File: config.mk
export PLATFORM = sky130hd
export DESIGN_NAME = sca_agent_ctrl
export DESIGN_NICKNAME = d
export VERILOG_FILES = /design/src/core/sca_pkg.sv /design/src/core/sca_orb_bank.sv /design/src/core/sca_agent_ctrl.sv
export SDC_FILE = /design/constraint.sdc
export NUM_CORES = 1
export LEC_CHECK = 0
export ABC_AREA = 1
export BUFFER_PORTS_ARGS = -buffer_cell sky130_fd_sc_hd__clkbuf_2
export CAP_MARGIN = 10
export CELL_PAD_IN_SITES_DETAIL_PLACEMENT = 1
export CELL_PAD_IN_SITES_GLOBAL_PLACEMENT = 2
export CORE_MARGIN = 4
export CORE_UTILIZATION = 30
export CTS_BUF_LIST = sky130_fd_sc_hd__clkbuf_8
export CTS_CLUSTER_DIAMETER = 40
export DETAILED_ROUTE_END_ITERATION = 10
export PLACE_DENSITY = 0.77
export SLEW_MARGIN = 15
export SYNTH_ARGS = -nofsm -noshare
export SYNTH_HDL_FRONTEND = slang
export SYNTH_SLANG_ARGS = --single-unit
File: constraint.sdc
create_clock -name ref_clk -period 2 [get_ports ref_clk]
set_clock_uncertainty 0.15 [all_clocks]
set_input_delay 0.3 -clock ref_clk [delete_from_list [all_inputs] [get_ports ref_clk]]
set_output_delay 0.3 -clock ref_clk [all_outputs]
set_load 0.005 [all_outputs]
File: src/core/sca_pkg.sv
// Package of constants, carrier types and decode helpers for the agent bank.
package sca_pkg;

  // ----------------------------------------------------------------------
  // Sizes
  // ----------------------------------------------------------------------
  localparam int unsigned SCA_AGENTS = 4;
  localparam int unsigned SCA_SEL_W  = 2;
  localparam int unsigned SCA_ADDR_W = 8;
  localparam int unsigned SCA_NODE_W = 16;
  localparam int unsigned SCA_OFSH_W = 16;
  localparam int unsigned SCA_1394_W = 48;

  // ----------------------------------------------------------------------
  // Register offsets and reset values
  // ----------------------------------------------------------------------
  localparam logic [7:0]  SCA_OFS_CTRL    = 8'h50;
  localparam logic [7:0]  SCA_OFS_ORB_HI  = 8'h54;
  localparam logic [7:0]  SCA_OFS_ORB_LO  = 8'h58;
  localparam logic [31:0] SCA_CTRL_RST    = 32'h0000FFFF;
  localparam logic [15:0] SCA_NODE_RST    = 16'hFFFF;
  localparam logic [31:0] SCA_CTRL_RSVD   = 32'h3FE40000;

  // ----------------------------------------------------------------------
  // Field positions of agent_select_control (bit 0 of the word is the LSB)
  // ----------------------------------------------------------------------
  localparam int unsigned SCA_SEL_LSB   = 30;
  localparam int unsigned SCA_TAGEN_BIT = 20;
  localparam int unsigned SCA_VALID_BIT = 19;
  localparam int unsigned SCA_WRSTB_BIT = 17;
  localparam int unsigned SCA_RDSTB_BIT = 16;
  localparam int unsigned SCA_NODE_LSB  = 0;

  // ----------------------------------------------------------------------
  // Transaction label and agent register layout on the 1394 side
  // ----------------------------------------------------------------------
  localparam logic [2:0]  SCA_TL_RSVD         = 3'h7;
  localparam logic [47:0] SCA_AGENT_STRIDE    = 48'h000000000020;
  localparam logic [4:0]  SCA_REG_AGENT_RESET = 5'h04;
  localparam logic [4:0]  SCA_REG_UNSOL_EN    = 5'h14;

  // ----------------------------------------------------------------------
  // Carrier types
  // ----------------------------------------------------------------------
  typedef struct packed {
    logic                  wr;
    logic                  rd;
    logic [SCA_ADDR_W-1:0] addr;
    logic [31:0]           wdata;
  } sca_bus_req_t;

  typedef struct packed {
    logic       valid;
    logic [5:0] tlabel;
  } sca_pkt_t;

  typedef struct packed {
    logic                  valid;
    logic [SCA_1394_W-1:0] addr;
  } sca_qwrite_t;

  typedef struct packed {
    logic                  valid;
    logic [SCA_SEL_W-1:0]  agent;
    logic [SCA_OFSH_W-1:0] hi;
    logic [31:0]           lo;
  } sca_orb_load_t;

  // ----------------------------------------------------------------------
  // Decode helpers
  // ----------------------------------------------------------------------
  // True when addr hits register reg_ofs inside the window of agent idx.
  function automatic logic sca_agent_hit(
    input logic [47:0] addr,
    input logic [47:0] base,
    input logic [1:0]  idx,
    input logic [4:0]  reg_ofs);
    logic [47:0] agent_addr;
    agent_addr = base + SCA_AGENT_STRIDE * {46'h0, idx};
    return addr == (agent_addr + {43'h0, reg_ofs});
  endfunction

endpackage

File: src/core/sca_orb_bank.sv
// Per-agent ORB pointer storage with selector readback.
`timescale 1ns/1ps
`default_nettype none

module sca_orb_bank #(
  parameter int unsigned AGENTS = 4,
  parameter int unsigned SEL_W  = 2
) (
  // Clock and reset
  input  wire logic                       ref_clk,
  input  wire logic                       rst_n,
  // Pointer updates from the agents
  input  wire sca_pkg::sca_orb_load_t     orb_load,
  input  wire logic [AGENTS-1:0]          agent_clr,
  // Selected readback
  input  wire logic [SEL_W-1:0]           sel,
  output logic [sca_pkg::SCA_OFSH_W-1:0]  orb_hi_sel,
  output logic [31:0]                     orb_lo_sel
);
  import sca_pkg::*;

  typedef struct packed {
    logic [AGENTS-1:0][SCA_OFSH_W-1:0] hi;
    logic [AGENTS-1:0][31:0]           lo;
  } sca_orb_state_t;

  sca_orb_state_t st_r;
  sca_orb_state_t st_nxt;

  always_comb begin
    st_nxt = st_r;
    for (int i = 0; i < AGENTS; i++) begin
      if (orb_load.valid && orb_load.agent == SEL_W'(i)) begin
        st_nxt.hi[i] = orb_load.hi;
        st_nxt.lo[i] = orb_load.lo;
      end
      // An agent reset from the initiator outranks a low pointer update; the high pointer still loads.
      if (agent_clr[i]) begin
        st_nxt.lo[i] = '0;
      end
    end
  end

  always_ff @(posedge ref_clk or negedge rst_n) begin
    if (!rst_n) begin
      st_r <= '0;
    end else begin
      st_r <= st_nxt;
    end
  end

  assign orb_hi_sel = st_r.hi[sel];
  assign orb_lo_sel = st_r.lo[sel];

  for (genvar g = 0; g < AGENTS; g++) begin : g_chk

  end
endmodule

`default_nettype wire

File: src/core/sca_agent_ctrl.sv
// Agent select, node ID and unsolicited-enable control for four agents.
//
// Operation
// - Control register resets to 0000FFFF; bus reset keeps unstated fields.
// - Selector picks the agent shown by both pointer readback registers.
// - Tag clear on: reserved label with selector clears unsolicited flags.
// - Tag clear off: reserved-label packets leave unsolicited flags alone.
// - Valid bit with selector marks node ID valid; zero on resets.
// - Write strobe assigns node field to selected agent, then clears itself.
// - Read strobe fetches selected agent node ID into field, then clears.
// - Node identifier field resets to FFFF and ignores bus reset.
// - High pointer register shows selected agent's high offset, low bits.
// - Low pointer register returns selected agent's full low offset.
// - Agent reset by the initiator zeroes that agent's low pointer.
// - Write to an agent's unsolicited enable register sets its flag.
// - Agent register windows sit 20h apart from the agent base.
`timescale 1ns/1ps
`default_nettype none

module sca_agent_ctrl (
  // Clock and reset
  input  wire logic                               ref_clk,
  input  wire logic                               rst_n,
  // Register port
  input  wire sca_pkg::sca_bus_req_t              bus_req,
  output logic [31:0]                             bus_rdata,
  // 1394 side events
  input  wire logic                               bus_reset,
  input  wire sca_pkg::sca_pkt_t                  tx_pkt,
  input  wire sca_pkg::sca_qwrite_t               qwrite,
  input  wire logic [sca_pkg::SCA_1394_W-1:0]     agent_base,
  input  wire sca_pkg::sca_orb_load_t             orb_load,
  // Agent state towards the agent machines
  output logic [sca_pkg::SCA_AGENTS-1:0][15:0]    agent_node_id,
  output logic [sca_pkg::SCA_AGENTS-1:0]          agent_id_valid,
  output logic [sca_pkg::SCA_AGENTS-1:0]          unsolicited_enable_flag
);
  import sca_pkg::*;

  // ----------------------------------------------------------------------
  // State
  // ----------------------------------------------------------------------
  typedef struct packed {
    logic [SCA_SEL_W-1:0]                   agent_selector;
    logic                                   unsolicited_tag_clear_enable;
    logic                                   node_id_write_strobe;
    logic                                   node_id_read_strobe;
    logic [SCA_NODE_W-1:0]                  agent_node_identifier;
    logic [SCA_AGENTS-1:0][SCA_NODE_W-1:0]  node_ids;
    logic [SCA_AGENTS-1:0]                  id_valid;
    logic [SCA_AGENTS-1:0]                  unsol;
    logic [31:0]                            rdata;
  } sca_ctrl_t;

  sca_ctrl_t             st_r;
  sca_ctrl_t             st_nxt;
  logic                  wr_ctrl;
  logic [31:0]           ctrl_view;
  logic [SCA_AGENTS-1:0] unsol_set;
  logic [SCA_AGENTS-1:0] unsol_clr;
  logic [SCA_AGENTS-1:0] agent_clr;
  logic                  tag_match;
  logic [SCA_SEL_W-1:0]  wr_sel;
  logic [SCA_OFSH_W-1:0] orb_hi_sel;
  logic [31:0]           orb_lo_sel;

  // ----------------------------------------------------------------------
  // ORB pointer storage
  // ----------------------------------------------------------------------
  sca_orb_bank #(
    .AGENTS (SCA_AGENTS),
    .SEL_W  (SCA_SEL_W)
  ) u_orb_bank (
    .ref_clk    (ref_clk),
    .rst_n      (rst_n),
    .orb_load   (orb_load),
    .agent_clr  (agent_clr),
    .sel        (st_r.agent_selector),
    .orb_hi_sel (orb_hi_sel),
    .orb_lo_sel (orb_lo_sel)
  );

  // ----------------------------------------------------------------------
  // 1394 address decode of each agent's window
  // ----------------------------------------------------------------------
  always_comb begin
    unsol_set = '0;
    agent_clr = '0;
    for (int i = 0; i < SCA_AGENTS; i++) begin
      unsol_set[i] = qwrite.valid && sca_agent_hit(qwrite.addr, agent_base,
                       SCA_SEL_W'(i), SCA_REG_UNSOL_EN);
      agent_clr[i] = qwrite.valid && sca_agent_hit(qwrite.addr, agent_base,
                       SCA_SEL_W'(i), SCA_REG_AGENT_RESET);
    end
  end

  // ----------------------------------------------------------------------
  // Readback view of the control register
  // ----------------------------------------------------------------------
  always_comb begin
    ctrl_view = '0;
    ctrl_view[SCA_SEL_LSB +: SCA_SEL_W]    = st_r.agent_selector;
    ctrl_view[SCA_TAGEN_BIT]   = st_r.unsolicited_tag_clear_enable;
    ctrl_view[SCA_VALID_BIT]   = st_r.id_valid[st_r.agent_selector];
    ctrl_view[SCA_WRSTB_BIT]   = st_r.node_id_write_strobe;
    ctrl_view[SCA_RDSTB_BIT]   = st_r.node_id_read_strobe;
    ctrl_view[SCA_NODE_LSB +: SCA_NODE_W]  = st_r.agent_node_identifier;
  end

  // ----------------------------------------------------------------------
  // Next state
  // ----------------------------------------------------------------------
  always_comb begin
    st_nxt    = st_r;
    wr_ctrl   = bus_req.wr && (bus_req.addr == SCA_OFS_CTRL);
    wr_sel    = bus_req.wdata[SCA_SEL_LSB +: SCA_SEL_W];
    tag_match = tx_pkt.tlabel[5:3] == SCA_TL_RSVD
             && tx_pkt.tlabel[2:1] == st_r.agent_selector;
    st_nxt.rdata = '0;

    // Strobes act one cycle after the write that raised them.
    if (st_r.node_id_write_strobe) begin
      st_nxt.node_ids[st_r.agent_selector] = st_r.agent_node_identifier;
      st_nxt.node_id_write_strobe = 1'b0;
    end
    if (st_r.node_id_read_strobe && !st_r.node_id_write_strobe) begin
      st_nxt.agent_node_identifier = st_r.node_ids[st_r.agent_selector];
    end
    st_nxt.node_id_read_strobe = 1'b0;

    // Software write; bus reset does not touch these fields.
    if (wr_ctrl) begin
      st_nxt.agent_selector = wr_sel;
      st_nxt.unsolicited_tag_clear_enable =
        bus_req.wdata[SCA_TAGEN_BIT];
      st_nxt.node_id_write_strobe = bus_req.wdata[SCA_WRSTB_BIT];
      st_nxt.node_id_read_strobe  = bus_req.wdata[SCA_RDSTB_BIT];
      st_nxt.agent_node_identifier =
        bus_req.wdata[SCA_NODE_LSB +: SCA_NODE_W];
    end

    // Valid marks are lost on bus reset, which wins over a write.
    if (bus_reset) begin
      st_nxt.id_valid = '0;
    end else if (wr_ctrl && bus_req.wdata[SCA_VALID_BIT]) begin
      st_nxt.id_valid[wr_sel] = 1'b1;
    end

    // A setting write in the same cycle as a clear is never lost.
    unsol_clr = '0;
    if (bus_reset) begin
      unsol_clr = '1;
    end else if (tx_pkt.valid && tag_match
                 && st_r.unsolicited_tag_clear_enable) begin
      unsol_clr = '1;
    end
    st_nxt.unsol = (st_r.unsol & ~unsol_clr) | unsol_set;

    // Reads answer in the next cycle only; unmapped offsets read zero.
    if (bus_req.rd) begin
      if (bus_req.addr == SCA_OFS_CTRL) begin
        st_nxt.rdata = ctrl_view;
      end else if (bus_req.addr == SCA_OFS_ORB_HI) begin
        st_nxt.rdata = {{(32 - SCA_OFSH_W){1'b0}}, orb_hi_sel};
      end else if (bus_req.addr == SCA_OFS_ORB_LO) begin
        st_nxt.rdata = orb_lo_sel;
      end
    end
  end

  // ----------------------------------------------------------------------
  // Registers
  // ----------------------------------------------------------------------
  always_ff @(posedge ref_clk or negedge rst_n) begin
    if (!rst_n) begin
      st_r <= '0;
      st_r.agent_selector <= SCA_CTRL_RST[SCA_SEL_LSB +: SCA_SEL_W];
      st_r.unsolicited_tag_clear_enable <= SCA_CTRL_RST[SCA_TAGEN_BIT];
      st_r.agent_node_identifier <= SCA_NODE_RST;
      st_r.node_ids <= {SCA_AGENTS{SCA_NODE_RST}};
    end else begin
      st_r <= st_nxt;
    end
  end

  assign bus_rdata               = st_r.rdata;
  assign agent_node_id           = st_r.node_ids;
  assign agent_id_valid          = st_r.id_valid;
  assign unsolicited_enable_flag = st_r.unsol;
endmodule

`default_nettype wire

### After elaboration in Yosys (flattened, before gate mapping)

Index checks and enable logic that the tools add are counted.

* bits of input ports: 200
* output and inout bits: 104
* word-level logic and storage cells: 114
* register bits after elaboration: 317

* add/sub/neg operators: 11
* bitwise logic cells: 4
* equal/unequal tests: 16
* magnitude comparators: 4
* reductions and logical operators: 28
* multiplexer cells: 31

Operator list (count)
* $mux 32: 13
* $eq 48x48->1: 8
* $add 48x3->48 const B: 4
* $add 48x5->48 const B: 4
* $add 48x7->48 const B: 2
* $bmux 16 s2: 2
* $bmux 32 s2: 1
* $bwmux 64: 1
* $mux 16: 4
* $add 48x6->48 const B: 1
* $demux 16 s2: 1
* $eq 8x7->1 const B: 3
* $logic_and 1x1->1: 20
* $mux 18: 1
* $mux 4: 4
* $reduce_bool 2->1: 6
* $or 4x4->4: 2
* $lt 2x3->1 const B: 2
* $and 4x4->4: 1
* $eq 2x2->1 const B: 2
* $ge 2x1->1 const B: 2
* $not 4->4: 1
* $eq 3x3->1 const B: 1
* $bmux 1 s2: 1
* 6 further kinds: 7

### Depth between registers and ports, before layout

* word-level depth: 9
* depth in mapped cells: 27
* gate-level depth less buffers: 25

### Cells and area by module

A second synthesis with hierarchy kept.

* cells, all modules: 5211
* area, all modules: 31363.8 um^2

Modules (own cells, without submodules)
* sca_agent_ctrl: instances 1, cells an instance 3898, area an instance 21549.4 um^2, seq. area each 3228.1 um^2
* sca_orb_bank: instances 1, cells an instance 1313, area an instance 9814.4 um^2, seq. area each 4804.6 um^2

### Least setup slack after synthesis

No wires, ideal clock.

* path kind: input port to flip-flop
* from: input agent_base[5] (netlist bit)
* to: register u_orb_bank.st_r[100] (netlist bit)
* path buffers: 3
* setup time: 0.121 ns
* data required time: 1.729 ns
* path slack: -1.426 ns
* stages: 25
* arrival: 3.154 ns
* path through: clkbuf_1 inv_1 ha_1 nor2_2 buf_4 nand2_4 nor2_8 nand3_1 nand2_2 nand2_2 nor2_1 nand2_1 nor2_2 nand2_1 nand2_1 nand2_1 nand2_1 nand2_1 inv_1 nand2_1 nor2_1 nand3_1 nor2_4 buf_4 nor2_1

* longest elaborated chain between the ends: 5
* elaborated cells on any way between the ends: 6
* those cells by class: add/sub: 2; eq/ne: 1; mux: 1; reduce/logical: 2

RTL lines
* from (decl): RTL line sca_agent_ctrl.sv:31 `input wire logic [sca_pkg::SCA_1394_W-1:0] agent_base,`
* $add 48x7->48 *: RTL line sca_pkg.sv:79 `agent_addr = base + SCA_AGENT_STRIDE * {46'h0, idx};`
* $add 48x3->48 *: RTL line sca_pkg.sv:80 `return addr == (agent_addr + {43'h0, reg_ofs});`
* $eq 48x48->1 *: RTL line sca_pkg.sv:80
* $logic_and 1x1->1 *: RTL line sca_agent_ctrl.sv:92 `agent_clr[i] = qwrite.valid && sca_agent_hit(qwrite.addr, agent_base,`
* $mux 32 / $reduce_bool 2->1 (equally long branches)
* to (signal assigned): RTL line sca_orb_bank.sv:48 `st_r <= st_nxt;`
* to (decl): RTL line sca_orb_bank.sv:27 `sca_orb_state_t st_r;`

Mark *: on every way between the ends. The rest lies on a longest branch, timed or not.
A chain may end at the register's enable or synchronous reset.

### Worst setup path after layout

* from: input agent_base[6] (netlist bit)
* to: register u_orb_bank.st_r[97] (netlist bit)

The elaborated chain is that of the path after synthesis.

==> impl_metrics.csv <==
group,metric,value,unit
status,outcome,"finished with violations",
status,failed_checks,"negative setup slack",
synth,yosys_warnings,0,
sta,hold_viol_final,0,
sta,setup_viol,143,
clocking,cts_root_buf,"clkbuf_8",
grt,grt_max_degree,54,
cells_and_area,layout_commonest_cell,"nand2_1",
flow_run,drv_cap,0,
clocking,clockBufferDepth,3,
sta,min_period,3.22,ns
cells_and_area,final_cell_mix,"nand2_1 (1537), buf_4 (1321), inv_1 (522), nor2_1 (400), nand3_1 (366)",
synth,synth_edf_count,0,
route,viasPerCell,5.19,
placed_design,dp_hpwl,171000,µm
sta,worst_hold_slack,0.0806,ns
grt,antenna_found_initial,6,
route,drc,0,
route,final_antenna_net_count,0,
placed_design,post-place-ws,-2.14,ns
sta,fin_ws,-1.22,ns
synth,syn_nets,5327,
pwr,clkPwrFrac,0.283,
placed_design,place_congestion,1.05,
route,drt_iter0_drc,3142,
route,avgRoutedWirePerCell,25.0,µm
grt,grt_overflow,0,
pwr,finalPower,22100,µW
cells_and_area,syn2layout_area_growth,67.3,%
synth,synth-seq-cells,317,
cells_and_area,layout-drive-gt1-share,0.403,
floorplanning,num_rows,116,
sta,rsz0062_at_grt,"yes",
grt,grt_pass1_wl,287000,µm
synth,syn_area_per_cell,5.94,µm²
cells_and_area,nFillCells,13106,
grt,track_usage,0.366,
pwr,intPower,13900,µW
pwr,power_leakage,0.0253,µW
setup_path,critPathCaptureType,"flop",
clocking,cts_tree,"yes",
synth,synth-seq-area-share,0.264,
placed_design,place.port_buffers,292,
floorplanning,io_pins,304,
sta,tightest_slew,0.757,ns
setup_path,cp.arrival,3.58,ns
clocking,cts_buffers,53,
synth,ys_types,55,
pwr,power_density,434,nW/µm²
floorplanning,die_w,326,µm
pwr,p_seq_frac,0.341,
clocking,h-tree-depth,2,
synth,synth_flop_cell,"dfrtp_1",
sta,slew_headroom,0.493,
sta,min_period_over_period,1.61,
pwr,power.switching,8150,µW
clocking,clock_sinks,317,
pwr,switching_share,0.369,
floorplanning,initial_utilization,0.303,
setup_path,cp.required,2.36,ns
clocking,path_clk_slew,0.06,ns
setup_path,cp_max_fo,8,
pwr,irDropWorstVdd,0.000547,V
cells_and_area,nNetsFinal,7042,
route,vias,42740,
floorplanning,dieArea,106000,µm²
route,dr.pass1.iters,5,
floorplanning,die_height,326,µm
synth,synth_cells,5119,
synth,syn-cell-area,30400,µm²
sta,fmax,311,MHz
grt,grt_pass1_vias,43304,
setup_path,crit_path_start_kind,"primary input",
synth,synthArstFlopShare,1.00,
setup_path,critPathKind,"in -> reg",
pwr,pwr-share-comb,0.375,
floorplanning,core_area,100000,µm²
worst_hold_path,hp-class,"in -> reg",
route,wirelength,205000,µm
sta,finalMaxSlewViolations,0,
clocking,clk_latency,0.66,ns
==> cell type report <==
type | count | area, µm² | area share
multi-input combinational | 4039 | 23000 | 0.452
timing repair buffer | 1839 | 14800 | 0.291
sequential | 317 | 8040 | 0.158
inverter | 584 | 2240 | 0.0441
tap | 1357 | 1700 | 0.0334
clock buffer | 63 | 867 | 0.0171
clock inverter | 27 | 254 | 0.00500
antenna | 4 | 10.0 | 0.000197
==> Yosys cell counts, types with 13 or more instances <==
library cell / n / area, µm²
o211ai_1: 30 / 225
inv_2: 24 / 90.1
dfstp_2: 80 / 2100
a22oi_1: 33 / 248
nand2_2: 38 / 238
nand4_1: 137 / 857
o2111ai_1: 23 / 201
xor2_1: 193 / 1690
o21ai_0: 317 / 1590
nand2_1: 1794 / 6730
buf_4: 22 / 165
xnor2_1: 41 / 359
nor2_1: 637 / 2390
a21oi_1: 88 / 440
clkbuf_1: 114 / 428
o22ai_1: 44 / 275
dfrtp_1: 237 / 5930
buf_2: 31 / 155
inv_1: 550 / 2060
nor2_4: 33 / 372
nand3_1: 420 / 2100
nor2_2: 58 / 363
nand3b_1: 13 / 97.6
nor3_1: 26 / 130
a31oi_1: 17 / 106
o41ai_1: 16 / 140
==> power groups by stage <==
stage	logic (µW)	clock network, µW	registers [µW]
3_5_place_dp	7300	0	7600
6_report	8290	6250	7540
5_1_grt	8830	6670	7600
4_1_cts	7690	6390	7500
2_1_floorplan	3350	0	7480
3_3_place_gp	7150	0	7570
==> what timing repair did <==
item | in CTS | in global routing
resized for setup | 343 | 529
gates cloned | 5 | 4
hold buffers | 75 | 0
endpoints found under the setup margin | 193 | 183
pin swaps | 98 | 152
endpoints found under the hold margin | 499 | 0
setup buffers | 50 | 60
==> state kept, by name, summed over array words and instances (netlist names) <==
name,cells
u_orb_bank.st_r,192
agent_node_id,64
bus_rdata,32
ctrl_view,21
agent_id_valid,4
unsolicited_enable_flag,4
==> logic make-up (layout without fill, tap and decap cells) <==
family | after synthesis | after routing | synth area share
fa+ha+maj | 8 | 8 | 0.00329
xor+xnor | 240 | 240 | 0.0717
simple gates | 3188 | 3188 | 0.447
flops | 317 | 317 | 0.264
other cells | 0 | 4 | 0
buf+inv | 763 | 2513 | 0.0990
compound gates | 603 | 603 | 0.115
==> layer usage <==
layer  up-vias  part of all wire  global-route usage
met5         -          0.000058                   0
met4         2             0.072               0.210
met3       496             0.054              0.0378
met2      1462              0.47               0.619
met1     20977              0.41               0.453
li1      19803                 -                   -
==> worst paths after layout <==
kind | startpoint | end | slack [ns] | cells past startpoint
worst min register to register | u_orb_bank.st_r[179] | u_orb_bank.st_r[179] | 0.34 | 2
worst min-delay path | bus_req[41] | ctrl_view[30] | 0.08 | 4
max in group asynchronous | rst_n | u_orb_bank.st_r[4] | 0.37 | 3
min in group asynchronous | rst_n | u_orb_bank.st_r[45] | 0.17 | 3
worst max-delay path | agent_base[6] | u_orb_bank.st_r[97] | -1.22 | 27
worst max register to register | ctrl_view[31] | unsolicited_enable_flag[0] | -0.17 | 8
==> critical path, cell delays in order <==
cell and delay (ns):
buf_8 0.08, clkinvlp_4 0.11, ha_4 0.20, nor2_4 0.10
buf_12 0.15, nand2_8 0.07, buf_6 0.14, nand2_4 0.06
nand2_4 0.07, nor2_4 0.20, nand2_2 0.11, nor2_4 0.22
buf_6 0.14, nand3_4 0.12, a21oi_2 0.17, nand2_1 0.06
nor2_1 0.09, nand2_1 0.07, nor2_2 0.10, nand2_1 0.09
nor2_2 0.14, nand3_4 0.12, nor2_4 0.14, buf_12 0.14
buf_12 0.13, buf_16 0.15, nor2_4 0.04
==> through the flow <==
stage	TNS [ns]	std cells	util	area (µm²)
final	-142.81	8230	0.507	50800
after global routing	-157.85	8229	0.507	50800
after CTS	-133.45	8165	0.484	48500
after detailed placement	-266.68	7945	0.446	44700
after global placement	-258.09	7945	0.446	44700
after floorplan	-103.01	5119	-	31600
(Power assumes the default switching activity.)
